**config.mk**
```make
export PLATFORM = sky130hd
export DESIGN_NAME = port_io_control
export DESIGN_NICKNAME = d
export VERILOG_FILES = /design/src/port_io_pkg.sv /design/src/pin_sync.sv /design/src/pin_driver.sv /design/src/port_io_control.sv
export SDC_FILE = /design/constraint.sdc
export NUM_CORES = 1
export LEC_CHECK = 0
export ABC_AREA = 1
export ABC_CLOCK_PERIOD_IN_PS = 2000
export BUFFER_PORTS_ARGS = -buffer_cell sky130_fd_sc_hd__buf_4
export CAP_MARGIN = 0
export CORE_MARGIN = 5
export CORE_UTILIZATION = 58
export DETAILED_ROUTE_END_ITERATION = 10
export PLACE_DENSITY_LB_ADDON = 0.25
export SYNTH_ARGS = -nofsm -noshare
export SYNTH_HDL_FRONTEND = slang
export SYNTH_SLANG_ARGS = --single-unit
```
**constraint.sdc**
```tcl
create_clock -name clk_i -period 2 [get_ports clk_i]
set_input_delay 0.3 -clock clk_i [delete_from_list [all_inputs] [get_ports clk_i]]
set_output_delay 0.3 -clock clk_i [all_outputs]
set_load 0.05 [all_outputs]
```
**src/port_io_pkg.sv**
```systemverilog
// constants, register map and carrier types for the two-port i/o block
package port_io_pkg;

    localparam int WB_ADR_W = 10;
    localparam int PORT_W = 8;

    // register indices; byte address is four times the index
    localparam logic [7:0] PORT_DRIVER_CONFIG_IDX = 8'h00;
    localparam logic [7:0] PORT1_DATA_IDX = 8'h01;
    localparam logic [7:0] PORT2_DATA_IDX = 8'h02;
    localparam logic [7:0] PORT2_DIRECTION_IDX = 8'hf6;
    localparam logic [7:0] PORT0_PORT1_MODE_IDX = 8'hf8;
    localparam logic [7:0] WAKE_EDGE_CONTROL_IDX = 8'h10;

    // field positions
    localparam int CFG_PORT1_OPEN_DRAIN_BIT = 1;
    localparam int CFG_PORT2_OPEN_DRAIN_BIT = 2;
    localparam int MODE_PORT1_INPUT_BIT = 3;
    localparam int CTRL_EDGE_FROM_PORT2_BIT = 0;
    localparam int CTRL_WAKE_USE_AND_BIT = 1;
    localparam int CTRL_WAKE_ENABLE_BIT = 2;

    // reset values
    localparam logic [7:0] DRV_CFG_RESET = 8'h00;
    localparam logic [7:0] P2DIR_RESET = 8'hff;
    localparam logic [7:0] MODE01_RESET = 8'hcf;
    localparam logic [7:0] CTRL_RESET = 8'h00;
    localparam logic [7:0] LATCH_RESET = 8'h00;

    typedef struct packed {
        logic [PORT_W-1:0] out;
        logic [PORT_W-1:0] oe;
    } pin_drive_s;

endpackage

```
**src/pin_sync.sv**
```systemverilog
// three-stage synchroniser; output moves once stages two and three agree
`timescale 1ns/1ps
module pin_sync #(
    parameter int W = 8
) (
    input wire logic clk_i,
    input wire logic rst_i,
    input wire logic [W-1:0] pin_i,
    output logic [W-1:0] level_o
);
    logic [W-1:0] s1_reg;
    logic [W-1:0] s2_reg;
    logic [W-1:0] s3_reg;
    logic [W-1:0] level_reg;
    logic [W-1:0] level_next;

    always_comb begin
        level_next = level_reg;
        for (int i = 0; i < W; i++) begin
            if (s2_reg[i] == s3_reg[i]) begin
                level_next[i] = s3_reg[i];
            end
        end
    end

    // s1 feeds s2 only, so metastability cannot leak into logic
    always_ff @(posedge clk_i) begin
        if (rst_i) begin
            s1_reg <= '0;
            s2_reg <= '0;
            s3_reg <= '0;
            level_reg <= '0;
        end else begin
            s1_reg <= pin_i;
            s2_reg <= s1_reg;
            s3_reg <= s2_reg;
            level_reg <= level_next;
        end
    end

    assign level_o = level_reg;
endmodule

```
**src/pin_driver.sv**
```systemverilog
// per-bit pin driver: push-pull or open-drain, registered to the pins
`timescale 1ns/1ps
module pin_driver #(
    parameter int W = 8
) (
    input wire logic clk_i,
    input wire logic rst_i,
    input wire logic [W-1:0] latch_i,
    input wire logic [W-1:0] is_input_i,
    input wire logic open_drain_i,
    output port_io_pkg::pin_drive_s drive_o
);
    port_io_pkg::pin_drive_s drive_reg;
    port_io_pkg::pin_drive_s drive_next;

    for (genvar b = 0; b < W; b++) begin : g_bit
        // open-drain never drives high: it releases the pin instead
        always_comb begin
            if (is_input_i[b]) begin
                drive_next.out[b] = 1'b0;
                drive_next.oe[b] = 1'b0;
            end else if (open_drain_i) begin
                drive_next.out[b] = 1'b0;
                drive_next.oe[b] = ~latch_i[b];
            end else begin
                drive_next.out[b] = latch_i[b];
                drive_next.oe[b] = 1'b1;
            end
        end
    end

    always_ff @(posedge clk_i) begin
        if (rst_i) begin
            drive_reg <= '0;
        end else begin
            drive_reg <= drive_next;
        end
    end

    assign drive_o = drive_reg;

    AST_INPUT_NOT_DRIVEN: assert property (@(posedge clk_i) disable iff (rst_i)
        (drive_o.oe & $past(is_input_i)) == '0)
        else $error("driver enabled on a line set as input");
endmodule

```
**src/port_io_control.sv**
```systemverilog
// two 8-bit general ports: direction, driver type, wake gate, timer routing
//
// Overview of operation
// - after power-on reset every port1 line is input with drivers off
// - one bit of port_driver_config picks push-pull or open-drain for port1
// - stop-mode recovery returns port1 direction to its power-on default
// - each port2 line is set input or output by its own direction bit
// - all port2 output lines share one push-pull or open-drain choice
// - power-on reset sets all eight port2 lines to input
// - an OR and an AND of the eight port2 inputs serve as wake sources
// - port2 bit 0 can feed the timer edge detector in demodulation mode
// - port2 works as plain i/o at all times, no alternate select needed
// - timer edge input comes from third port bit 1 or port2 bit 0
//
// Decided for this implementation: the Wishbone interface to the registers.
`timescale 1ns/1ps
module port_io_control (
    input wire logic clk_i,
    input wire logic rst_i,
    input wire logic stop_recovery_i,
    input wire logic demod_mode_i,
    input wire logic cyc_i,
    input wire logic stb_i,
    input wire logic we_i,
    input wire logic [port_io_pkg::WB_ADR_W-1:0] adr_i,
    input wire logic [3:0] sel_i,
    input wire logic [31:0] dat_i,
    output logic [31:0] dat_o,
    output logic ack_o,
    input wire logic [7:0] port1_pin_i,
    input wire logic [7:0] port2_pin_i,
    input wire logic third_port_bit1_i,
    output port_io_pkg::pin_drive_s port1_drive_o,
    output port_io_pkg::pin_drive_s port2_drive_o,
    output logic wake_or_o,
    output logic wake_and_o,
    output logic wake_o,
    output logic timer_edge_o
);
    logic [7:0] port1_in;
    logic [7:0] port2_in;
    logic p3_1_in;
    logic [16:0] sync_level;

    pin_sync #(.W(17)) u_sync (
        .clk_i(clk_i),
        .rst_i(rst_i),
        .pin_i({third_port_bit1_i, port2_pin_i, port1_pin_i}),
        .level_o(sync_level)
    );

    assign port1_in = sync_level[7:0];
    assign port2_in = sync_level[15:8];
    assign p3_1_in = sync_level[16];

    // ---------------- bus slave ----------------
    logic ack_reg;
    logic ack_next;
    logic [31:0] dat_reg;
    logic [31:0] dat_next;
    logic [7:0] reg_index;
    logic access;
    logic wr_en;

    logic [7:0] drv_cfg_reg;
    logic [7:0] drv_cfg_next;
    logic [7:0] port1_latch_reg;
    logic [7:0] port1_latch_next;
    logic [7:0] port2_latch_reg;
    logic [7:0] port2_latch_next;
    logic [7:0] p2dir_reg;
    logic [7:0] p2dir_next;
    logic [7:0] mode01_reg;
    logic [7:0] mode01_next;
    logic [7:0] ctrl_reg;
    logic [7:0] ctrl_next;

    logic [7:0] port1_is_input;
    logic port1_open_drain;
    logic port2_open_drain;
    logic [7:0] port1_read;
    logic [7:0] port2_read;

    assign reg_index = adr_i[port_io_pkg::WB_ADR_W-1:2];
    assign access = cyc_i && stb_i;
    // a write lands on the edge where the master sees ack high
    assign wr_en = access && we_i && ack_reg && sel_i[0];

    assign port1_is_input =
        {8{mode01_reg[port_io_pkg::MODE_PORT1_INPUT_BIT]}};
    assign port1_open_drain =
        drv_cfg_reg[port_io_pkg::CFG_PORT1_OPEN_DRAIN_BIT];
    assign port2_open_drain =
        drv_cfg_reg[port_io_pkg::CFG_PORT2_OPEN_DRAIN_BIT];

    // inputs show the pin, outputs show the latch
    assign port1_read = (port1_is_input & port1_in)
        | (~port1_is_input & port1_latch_reg);
    assign port2_read = (p2dir_reg & port2_in)
        | (~p2dir_reg & port2_latch_reg);

    always_comb begin
        ack_next = access && !ack_reg;
        dat_next = dat_reg;
        if (access && !ack_reg) begin
            dat_next = 32'h0000_0000;
            if (!we_i) begin
                case (reg_index)
                    port_io_pkg::PORT_DRIVER_CONFIG_IDX: begin
                        dat_next[7:0] = drv_cfg_reg;
                    end
                    port_io_pkg::PORT1_DATA_IDX: begin
                        dat_next[7:0] = port1_read;
                    end
                    port_io_pkg::PORT2_DATA_IDX: begin
                        dat_next[7:0] = port2_read;
                    end
                    port_io_pkg::PORT2_DIRECTION_IDX: begin
                        dat_next[7:0] = p2dir_reg;
                    end
                    port_io_pkg::PORT0_PORT1_MODE_IDX: begin
                        dat_next[7:0] = mode01_reg;
                    end
                    port_io_pkg::WAKE_EDGE_CONTROL_IDX: begin
                        dat_next[7:0] = ctrl_reg;
                    end
                    default: begin
                        dat_next = 32'h0000_0000;
                    end
                endcase
            end
        end
    end

    always_ff @(posedge clk_i) begin
        if (rst_i) begin
            ack_reg <= 1'b0;
            dat_reg <= 32'h0000_0000;
        end else begin
            ack_reg <= ack_next;
            dat_reg <= dat_next;
        end
    end

    assign ack_o = ack_reg;
    assign dat_o = dat_reg;

    // ---------------- configuration and data registers ----------------
    always_comb begin
        drv_cfg_next = drv_cfg_reg;
        port1_latch_next = port1_latch_reg;
        port2_latch_next = port2_latch_reg;
        p2dir_next = p2dir_reg;
        mode01_next = mode01_reg;
        ctrl_next = ctrl_reg;
        if (wr_en) begin
            case (reg_index)
                port_io_pkg::PORT_DRIVER_CONFIG_IDX: begin
                    drv_cfg_next = dat_i[7:0];
                end
                port_io_pkg::PORT1_DATA_IDX: begin
                    port1_latch_next = dat_i[7:0];
                end
                port_io_pkg::PORT2_DATA_IDX: begin
                    port2_latch_next = dat_i[7:0];
                end
                port_io_pkg::PORT2_DIRECTION_IDX: begin
                    p2dir_next = dat_i[7:0];
                end
                port_io_pkg::PORT0_PORT1_MODE_IDX: begin
                    mode01_next = dat_i[7:0];
                end
                port_io_pkg::WAKE_EDGE_CONTROL_IDX: begin
                    ctrl_next = dat_i[7:0];
                end
                default: begin
                    ctrl_next = ctrl_reg;
                end
            endcase
        end
        // recovery beats a same-cycle write so the port comes back safe
        if (stop_recovery_i) begin
            mode01_next[port_io_pkg::MODE_PORT1_INPUT_BIT] = 1'b1;
        end
    end

    // port2 direction is kept across stop-mode recovery
    always_ff @(posedge clk_i) begin
        if (rst_i) begin
            drv_cfg_reg <= port_io_pkg::DRV_CFG_RESET;
            port1_latch_reg <= port_io_pkg::LATCH_RESET;
            port2_latch_reg <= port_io_pkg::LATCH_RESET;
            p2dir_reg <= port_io_pkg::P2DIR_RESET;
            mode01_reg <= port_io_pkg::MODE01_RESET;
            ctrl_reg <= port_io_pkg::CTRL_RESET;
        end else begin
            drv_cfg_reg <= drv_cfg_next;
            port1_latch_reg <= port1_latch_next;
            port2_latch_reg <= port2_latch_next;
            p2dir_reg <= p2dir_next;
            mode01_reg <= mode01_next;
            ctrl_reg <= ctrl_next;
        end
    end

    // ---------------- pin drivers ----------------
    pin_driver #(.W(8)) u_port1_drv (
        .clk_i(clk_i),
        .rst_i(rst_i),
        .latch_i(port1_latch_reg),
        .is_input_i(port1_is_input),
        .open_drain_i(port1_open_drain),
        .drive_o(port1_drive_o)
    );

    // port2 has no alternate-function gate between latch and pin
    pin_driver #(.W(8)) u_port2_drv (
        .clk_i(clk_i),
        .rst_i(rst_i),
        .latch_i(port2_latch_reg),
        .is_input_i(p2dir_reg),
        .open_drain_i(port2_open_drain),
        .drive_o(port2_drive_o)
    );

    // ---------------- wake gate and timer routing ----------------
    logic wake_or_reg;
    logic wake_or_next;
    logic wake_and_reg;
    logic wake_and_next;
    logic wake_reg;
    logic wake_next;
    logic edge_reg;
    logic edge_next;
    logic edge_from_port2;

    // the gate sees the pins whatever their direction, as a pin-level OR/AND
    assign edge_from_port2 = ctrl_reg[port_io_pkg::CTRL_EDGE_FROM_PORT2_BIT]
        && demod_mode_i;

    always_comb begin
        wake_or_next = |port2_in;
        wake_and_next = &port2_in;
        wake_next = 1'b0;
        if (ctrl_reg[port_io_pkg::CTRL_WAKE_ENABLE_BIT]) begin
            wake_next = ctrl_reg[port_io_pkg::CTRL_WAKE_USE_AND_BIT]
                ? wake_and_next : wake_or_next;
        end
        edge_next = edge_from_port2 ? port2_in[0] : p3_1_in;
    end

    always_ff @(posedge clk_i) begin
        if (rst_i) begin
            wake_or_reg <= 1'b0;
            wake_and_reg <= 1'b0;
            wake_reg <= 1'b0;
            edge_reg <= 1'b0;
        end else begin
            wake_or_reg <= wake_or_next;
            wake_and_reg <= wake_and_next;
            wake_reg <= wake_next;
            edge_reg <= edge_next;
        end
    end

    assign wake_or_o = wake_or_reg;
    assign wake_and_o = wake_and_reg;
    assign wake_o = wake_reg;
    assign timer_edge_o = edge_reg;

    // ---------------- assertions ----------------
    AST_PORT1_INPUT_AFTER_RESET: assert property (@(posedge clk_i)
        disable iff (rst_i) $past(rst_i) |-> port1_drive_o.oe == 8'h00)
        else $error("port1 drives right after reset");

    AST_PORT1_OPEN_DRAIN_LOW_ONLY: assert property (@(posedge clk_i)
        disable iff (rst_i)
        $past(port1_open_drain) && !$past(rst_i)
        |-> port1_drive_o.out == 8'h00)
        else $error("port1 open-drain drives high");

    AST_PORT1_STOP_RECOVERY: assert property (@(posedge clk_i)
        disable iff (rst_i) stop_recovery_i |-> ##2 port1_drive_o.oe == 8'h00)
        else $error("port1 still driving after stop recovery");

    AST_PORT2_DIR_WRITE: assert property (@(posedge clk_i)
        disable iff (rst_i)
        wr_en && reg_index == port_io_pkg::PORT2_DIRECTION_IDX
        |=> ##1 port2_drive_o.oe == ($past(~dat_i[7:0], 2)
            & ~({8{$past(port2_open_drain)}} & $past(port2_latch_reg))))
        else $error("port2 direction write not reflected on pins");

    AST_PORT2_SHARED_DRIVER: assert property (@(posedge clk_i)
        disable iff (rst_i)
        $past(port2_open_drain) && !$past(rst_i)
        |-> port2_drive_o.out == 8'h00)
        else $error("port2 open-drain drives high");

    AST_PORT2_INPUT_AFTER_RESET: assert property (@(posedge clk_i)
        disable iff (rst_i) $past(rst_i) |=> port2_drive_o.oe == 8'h00)
        else $error("port2 drives right after reset");

    AST_WAKE_GATE: assert property (@(posedge clk_i)
        disable iff (rst_i)
        (wake_and_o |-> wake_or_o) and (port2_in == 8'hff |=> wake_and_o)
        and (port2_in == 8'h00 |=> !wake_or_o))
        else $error("wake gate does not follow port2 inputs");

    AST_TIMER_EDGE_SOURCE: assert property (@(posedge clk_i)
        disable iff (rst_i)
        !$past(rst_i) |-> timer_edge_o
            == ($past(edge_from_port2) ? $past(port2_in[0])
                : $past(p3_1_in)))
        else $error("timer edge input from wrong source");

    AST_READ_DATA: assert property (@(posedge clk_i)
        disable iff (rst_i)
        access && !we_i && !ack_reg
        && reg_index == port_io_pkg::PORT2_DATA_IDX
        |=> ack_o && dat_o[7:0] == $past(port2_read) && dat_o[31:8] == 24'h0)
        else $error("port2 read data wrong");

    AST_ACK_ONE_CYCLE: assert property (@(posedge clk_i)
        disable iff (rst_i) ack_o |=> !ack_o)
        else $error("ack held longer than one cycle");
endmodule

```
Word level (Yosys, flattened, before mapping)
Index checks and enable logic that the tools add are counted.
- bits in registers: 185
- logic and storage cells: 154
- equality and inequality tests: 22
- mux-type cells: 20
- bitwise gates (word level): 25
- reduce and logical (&&, ||, !) cells: 36
- operators with widths (operator ; number):
    $pmux W8 S6 ; 1
    $and A8 B8 Y8 ; 4
    $reduce_or A3 Y1 ; 9
    $reduce_or A2 Y1 ; 11
    $mux W1 ; 18
    $eq A1 B1 Y1 ; 17
    $not A1 Y1 ; 17
    $eq A8 B8 Y1 const B ; 2
    $not A8 Y8 ; 2
    $or A8 B8 Y8 ; 2
    $reduce_and A2 Y1 ; 6
    $eq A8 B1 Y1 const B ; 1
    $eq A8 B2 Y1 const B ; 1
    $eq A8 B5 Y1 const B ; 1
    $logic_not A8 Y1 ; 1
    $mux W8 ; 1
    $reduce_and A8 Y1 ; 1
    $reduce_or A8 Y1 ; 1
    $logic_and A1 B1 Y1 ; 6
    $logic_not A1 Y1 ; 1

Depth between registers and ports, before layout
- depth in word-level cells: 5
- depth in mapped cells: 10
- gate-level depth less buffers: 9

Hierarchy
From an unflattened synthesis, not the netlist that was laid out.
- cell total of the unflattened synthesis: 870
- area total of the unflattened synthesis: 6414.9 um^2
- by module, submodules not included (module ; times used ; cells each ; area an instance (um^2) ; sequential area each (um^2)):
    port_io_control ; 1 ; 473 ; 3125.5 ; 1221.2
    pin_sync ; 1 ; 229 ; 2108.3 ; 1361.3
    pin_driver ; 2 ; 84 ; 590.6 ; 320.3

Worst setup path before layout
OpenSTA, ideal clock, no wires.
- path type: register -> register
- start point: reg ack_reg, in the netlist ack_o
- end point: reg drv_cfg_reg[6]
- arrival: 1561 ps
- data required time: 1930 ps
- slack: 369 ps
- cell stages (with the launch flop): 6
- path buffers: 1
- clock period less this slack: 1631 ps
- cell sequence: dfxtp_1 > nand4_4 > nor3_4 > buf_4 > o21ai_0 > a21oi_1
- word-level cells in the longest chain between the ends: 3
- RTL lines (what ; RTL line ; source):
    start: declaration ; port_io_control.sv:57 ; logic ack_reg;
    start signal: assignment ; port_io_control.sv:140 ; ack_reg <= ack_next;
    $logic_and A1 B1 Y1 (2 in series) ; port_io_control.sv:87 ; assign wr_en = access && we_i && ack_reg && sel_i[0];
    $reduce_and A2 Y1 (no line) ; -- ;
    end signal: assignment ; port_io_control.sv:190 ; drv_cfg_reg <= port_io_pkg::DRV_CFG_RESET;
    end signal: assignment ; port_io_control.sv:197 ; drv_cfg_reg <= drv_cfg_next;
    end: declaration ; port_io_control.sv:65 ; logic [7:0] drv_cfg_reg;
Every way passes these cells.
A chain may end at the register's enable or synchronous reset.

Final worst setup path
- start point: reg mode01_reg[3]
- end point: reg dat_reg[4], in the netlist dat_o[4]
- word-level cells in the longest chain between the ends: 5
- elaborated cells between the ends (all ways): 6
- RTL lines (what ; RTL line ; source):
    start: declaration ; port_io_control.sv:73 ; logic [7:0] mode01_reg;
    start signal: assignment ; port_io_control.sv:194 ; mode01_reg <= port_io_pkg::MODE01_RESET;
    start signal: assignment ; port_io_control.sv:201 ; mode01_reg <= mode01_next;
    $not A8 Y8 ; port_io_control.sv:98 ; | (~port1_is_input & port1_latch_reg);
    $and A8 B8 Y8 ; port_io_control.sv:98 ;
    $or A8 B8 Y8 * ; port_io_control.sv:98 ;
    $pmux W8 S6 * ; port_io_control.sv:108 ; case (reg_index)
    $mux W8 * ; port_io_control.sv:107 ; if (!we_i) begin
    end signal: assignment ; port_io_control.sv:141 ; dat_reg <= dat_next;
    end: declaration ; port_io_control.sv:59 ; logic [31:0] dat_reg;
Every way passes the cells marked *; elsewhere a longest branch is shown, timed or not.

==> results.md <==
Power:
- Summed over all nets, the switching power comes to 1.55 mW.
- The proportion of power drawn by combinational gates is 5.9%.
- The clock network burns 45.6% of the power.
- The power density over the cells is 890 mW/mm^2.
- The maximum vdd drop is 0.684 mV.
- Internal power comes to 5.18 mW.
- After layout, the design draws a total of 6.73 mW.
- Registers are responsible for 48.6% of the overall power.
- The analysis attributes to cell leakage a power of 3.46 nW.
- The switching power share of the total is 23.0%.

GRT:
- The number of antenna violations at the first check in global routing is 0.
- The leftover overflow at the end of global routing is 0.
- The pin count of the biggest net entering global routing is 33.
- The global-route usage over all layers is 22.6%.
- The first-pass GRT wire length is 22.9 mm.
- The via count of the first global-routing pass is 4917.

Yosys:
- By area the synthesized netlist is led by dfxtp_1 (53%), inv_1 (7.8%), o21ai_0 (6.1%).
- By area, the combinational part of the netlist is dominated by simple AND/OR/NAND/NOR gates.
- The cell taking the most area after synthesis is dfxtp_1.
- The synthesized netlist contains 27 unique library cells.
- The cell count after synthesis came out at 765.
- The portion of netlist area occupied by mux cells is 0%.
- The sequential-to-total area share from yosys stat is 52.8%.
- The area share of the largest cell type after synthesis is 52.8%.
- The synthesized netlist devotes 19.1% of its cell area to simple gates.
- The adder-cell area share of the yosys netlist is 0%.
- Of the total synthesized cell area, the portion taken by XOR and XNOR cells is 0%.
- The compound-gate portion of the synthesized area is 14.8%.
- In this run the cell area of the synthesized design comes to 0.00611 sq mm.
- The average cell area after synthesis is 7.98 sq um.
- The count of yosys warnings during synthesis is 0.
- The register bit count reported by yosys is 161.

Cells and area:
- The total number of nets in the final design is 944.
- 0 antenna diodes ended up in the layout.
- Of the cells placed in the final design, the portion with a size suffix greater than 1 is 16.8%.
- Compared with the post-synthesis result, the final layout area differs by 23.9%.
- The final cell utilization of the core is 73.6%.

Setup path:
- Walking the worst path, the cells encountered are buf_4, nand2_1, o21ai_0, nand3_1, nand2_1, inv_1, nand2_1, nand2_1, a21oi_1.
- The most frequent cell on the critical path is nand2_1.
- The number of buffers and inverters on the critical path is 2.
- The standard cell with the maximum stage delay on the critical path is dfxtp_1.
- The largest driver fanout on the critical path is 17.
- The kind of start point of the critical path is a flop.
- Data arrives at the worst endpoint at 2.06 ns.
- On the worst path, the slowest cell contributes a delay of 0.65 ns.
- STA classifies the critical path endpoint as a flop.
- The critical path's top delay family is flip-flops.
- The worst setup path category is flop to flop.
- The required time at the endpoint of the critical path is 2.47 ns.

Run:
- Max-cap violations in this run came to 0.

Die:
- The die is 113 um tall.
- For this configuration, the core starts out at a cell density of 59.4%.
- The row count is 37.
- The number of primary I/O pins is 139.
- The total die area is 0.0127 sq mm.
- The standard cell core area is 0.0103 sq mm.
- The die is 113 um wide.

STA:
- The number of max-slew violations in the final report is 0.
- The final setup violation count is 0.
- The final worst clock skew is 0.00590 ns.
- The number of hold violations in the final report is 0.
- Setup repair after global routing left no endpoint under its margin.
- The smallest clock period supported by the final layout is computed as 1.59 ns.
- The worst setup margin is 0.407 ns.
- The share of the cycle needed by the critical path after routing is 79.6%.
- The tightest slew margin relative to the limit is 64.4%.
- Derived from the worst setup path, the maximum achievable clock frequency is 628 MHz.
- The total negative setup slack is 0 ns.
- At the pin with the least slew margin, the transition time is 0.532 ns.

Clock tree:
- The cell at the root of the clock tree is clkbuf_8.
- Counting every sink on the clock net gives 161.
- The H-tree depth is 4.
- The TritonCTS clock tree is built.
- At the later pin of the worst-skew pair, clock insertion delay measures 0.53 ns.
- The maximum clock insertion buffer count is 2.
- Clock tree synthesis inserted a total of 17 buffers.
- The clock-pin slew of the registers on the worst-case setup and hold paths is 0.06 ns.

Placed design:
- The HPWL after detailed placement is 9.79 mm.
- The count of buffers added on input and output ports is 85.
- At the end of routability-driven placement, the weighted congestion stood at 0.894.
- The placement-stage worst setup slack is 0.281 ns.

Outcome:
- The flow ran to the end, and the final reports show no timing, DRC or antenna violations.

Routing:
- The iteration-0 DRC count of the detailed router is 299.
- The overall via count from detail_route is 5209.
- Dividing the detail-routed via count by the number of cells gives 5.09.
- Wires add up to 14.1 mm.
- The remaining number of nets flagged by the antenna check after routing is 0.
- The first TritonRoute pass finished after 5 iterations.
- The routed wire length per instance is 13.8 um.
- After detailed routing, the number of remaining DRC violations is 0.

Hold path:
- The path class of the tightest hold or removal check is input pin to flop.
==> kinds of logic (layout without fill, tap and decap cells) <==
| kind of cell | after synthesis | after routing |
|---|---|---|
| and+or+nand+nor | 255 | 255 |
| other | 1 | 24 |
| AOI/OAI and AO/OA | 168 | 168 |
| buffers and inverters | 180 | 279 |
| DFF | 161 | 161 |
==> cells in the mapped netlist, drive strengths merged <==
cell    number
a211oi       9
a21oi       70
buf         36
clkbuf      14
clkinv       1
conb         1
dfxtp      161
inv        129
nand2       99
nand3       42
nand4        4
nor2        99
nor3         9
nor4         1
o211ai      14
o21ai       75
or2          1
==> layer usage <==
metal	share of wire (%)	GRT usage, %	vias up
li1	-	-	2592
met5	0	0	-
met3	7.3	6.42	37
met1	41	27.4	2379
met4	2.9	9.62	0
met2	49	37.4	201
==> power by group through the flow <==
stage | clock network (mW) | registers [mW] | logic [mW]
floorplan | 0 | 3.34 | 0.275
global placement | 0 | 3.34 | 0.342
detailed placement | 0 | 3.34 | 0.351
CTS | 3.11 | 3.27 | 0.392
global route | 3.27 | 3.27 | 0.428
finish | 3.07 | 3.27 | 0.396
==> tightest hold or removal path: stages <==
cell	delay (ns)
buf_4	0.09
a21oi_1	0.05
o21ai_0	0.08
==> layout make-up <==
cell class | instances | area [sq um]
Tap cell | 136 | 170
Sequential cell | 161 | 3220
Timing Repair Buffer | 117 | 953
Fill cell | 773 | 2710
Clock buffer | 19 | 432
Inverter | 130 | 488
Multi-Input combinational cell | 447 | 2160
Clock inverter | 13 | 139
==> through the flow <==
stage / instance area, sq um / std cells / hold slack, ns
after global routing: 7570 / 1023 / 0.0329
final: 7570 / 1023 / 0.0280
after global placement: 6750 / 966 / 0.389
after CTS: 7570 / 1023 / 0.00311
after floorplan: 6190 / 788 / 0.388
after detailed placement: 6750 / 966 / 0.392
==> repair_timing <==
action | 4_1_cts | 5_1_grt
setup endpoints to repair | 0 | 0
setup buffers | 0 | 0
resized for setup | 0 | 0
hold buffers | 25 | 0
endpoints found under the hold margin | 25 | 0
==> cell usage in the layout (no fill, tap or decap), types with 13 or more instances in the layout <==
cell type / Yosys / routed
dfxtp_1: 161 / 161
inv_1: 127 / 127
nand2_1: 92 / 92
buf_4: 28 / 91
nor2_1: 86 / 86
o21ai_0: 75 / 75
a21oi_1: 70 / 70
nand3_1: 42 / 42
dlygate4sd3_1: 0 / 25
conb_1: 1 / 24
clkbuf_16: 0 / 16
o211ai_1: 13 / 13
==> worst paths after layout <==
kind / start / end / slack (ns) / depth (start not counted)
max: mode01_reg[3]$_SDFFE_PP1P_ / dat_o[4]$_SDFFE_PP0P_ / 0.41 / 9
min: dat_i[3] / p2dir_reg[3]$_SDFFE_PP1P_ / 0.03 / 3
max reg2reg: mode01_reg[3]$_SDFFE_PP1P_ / dat_o[4]$_SDFFE_PP0P_ / 0.41 / 9
min reg2reg: u_sync.s1_reg[16]$_SDFF_PP0_ / u_sync.s2_reg[16]$_SDFF_PP0_ / 0.40 / 2
No activity file was read; power rests on OpenSTA's default activity.
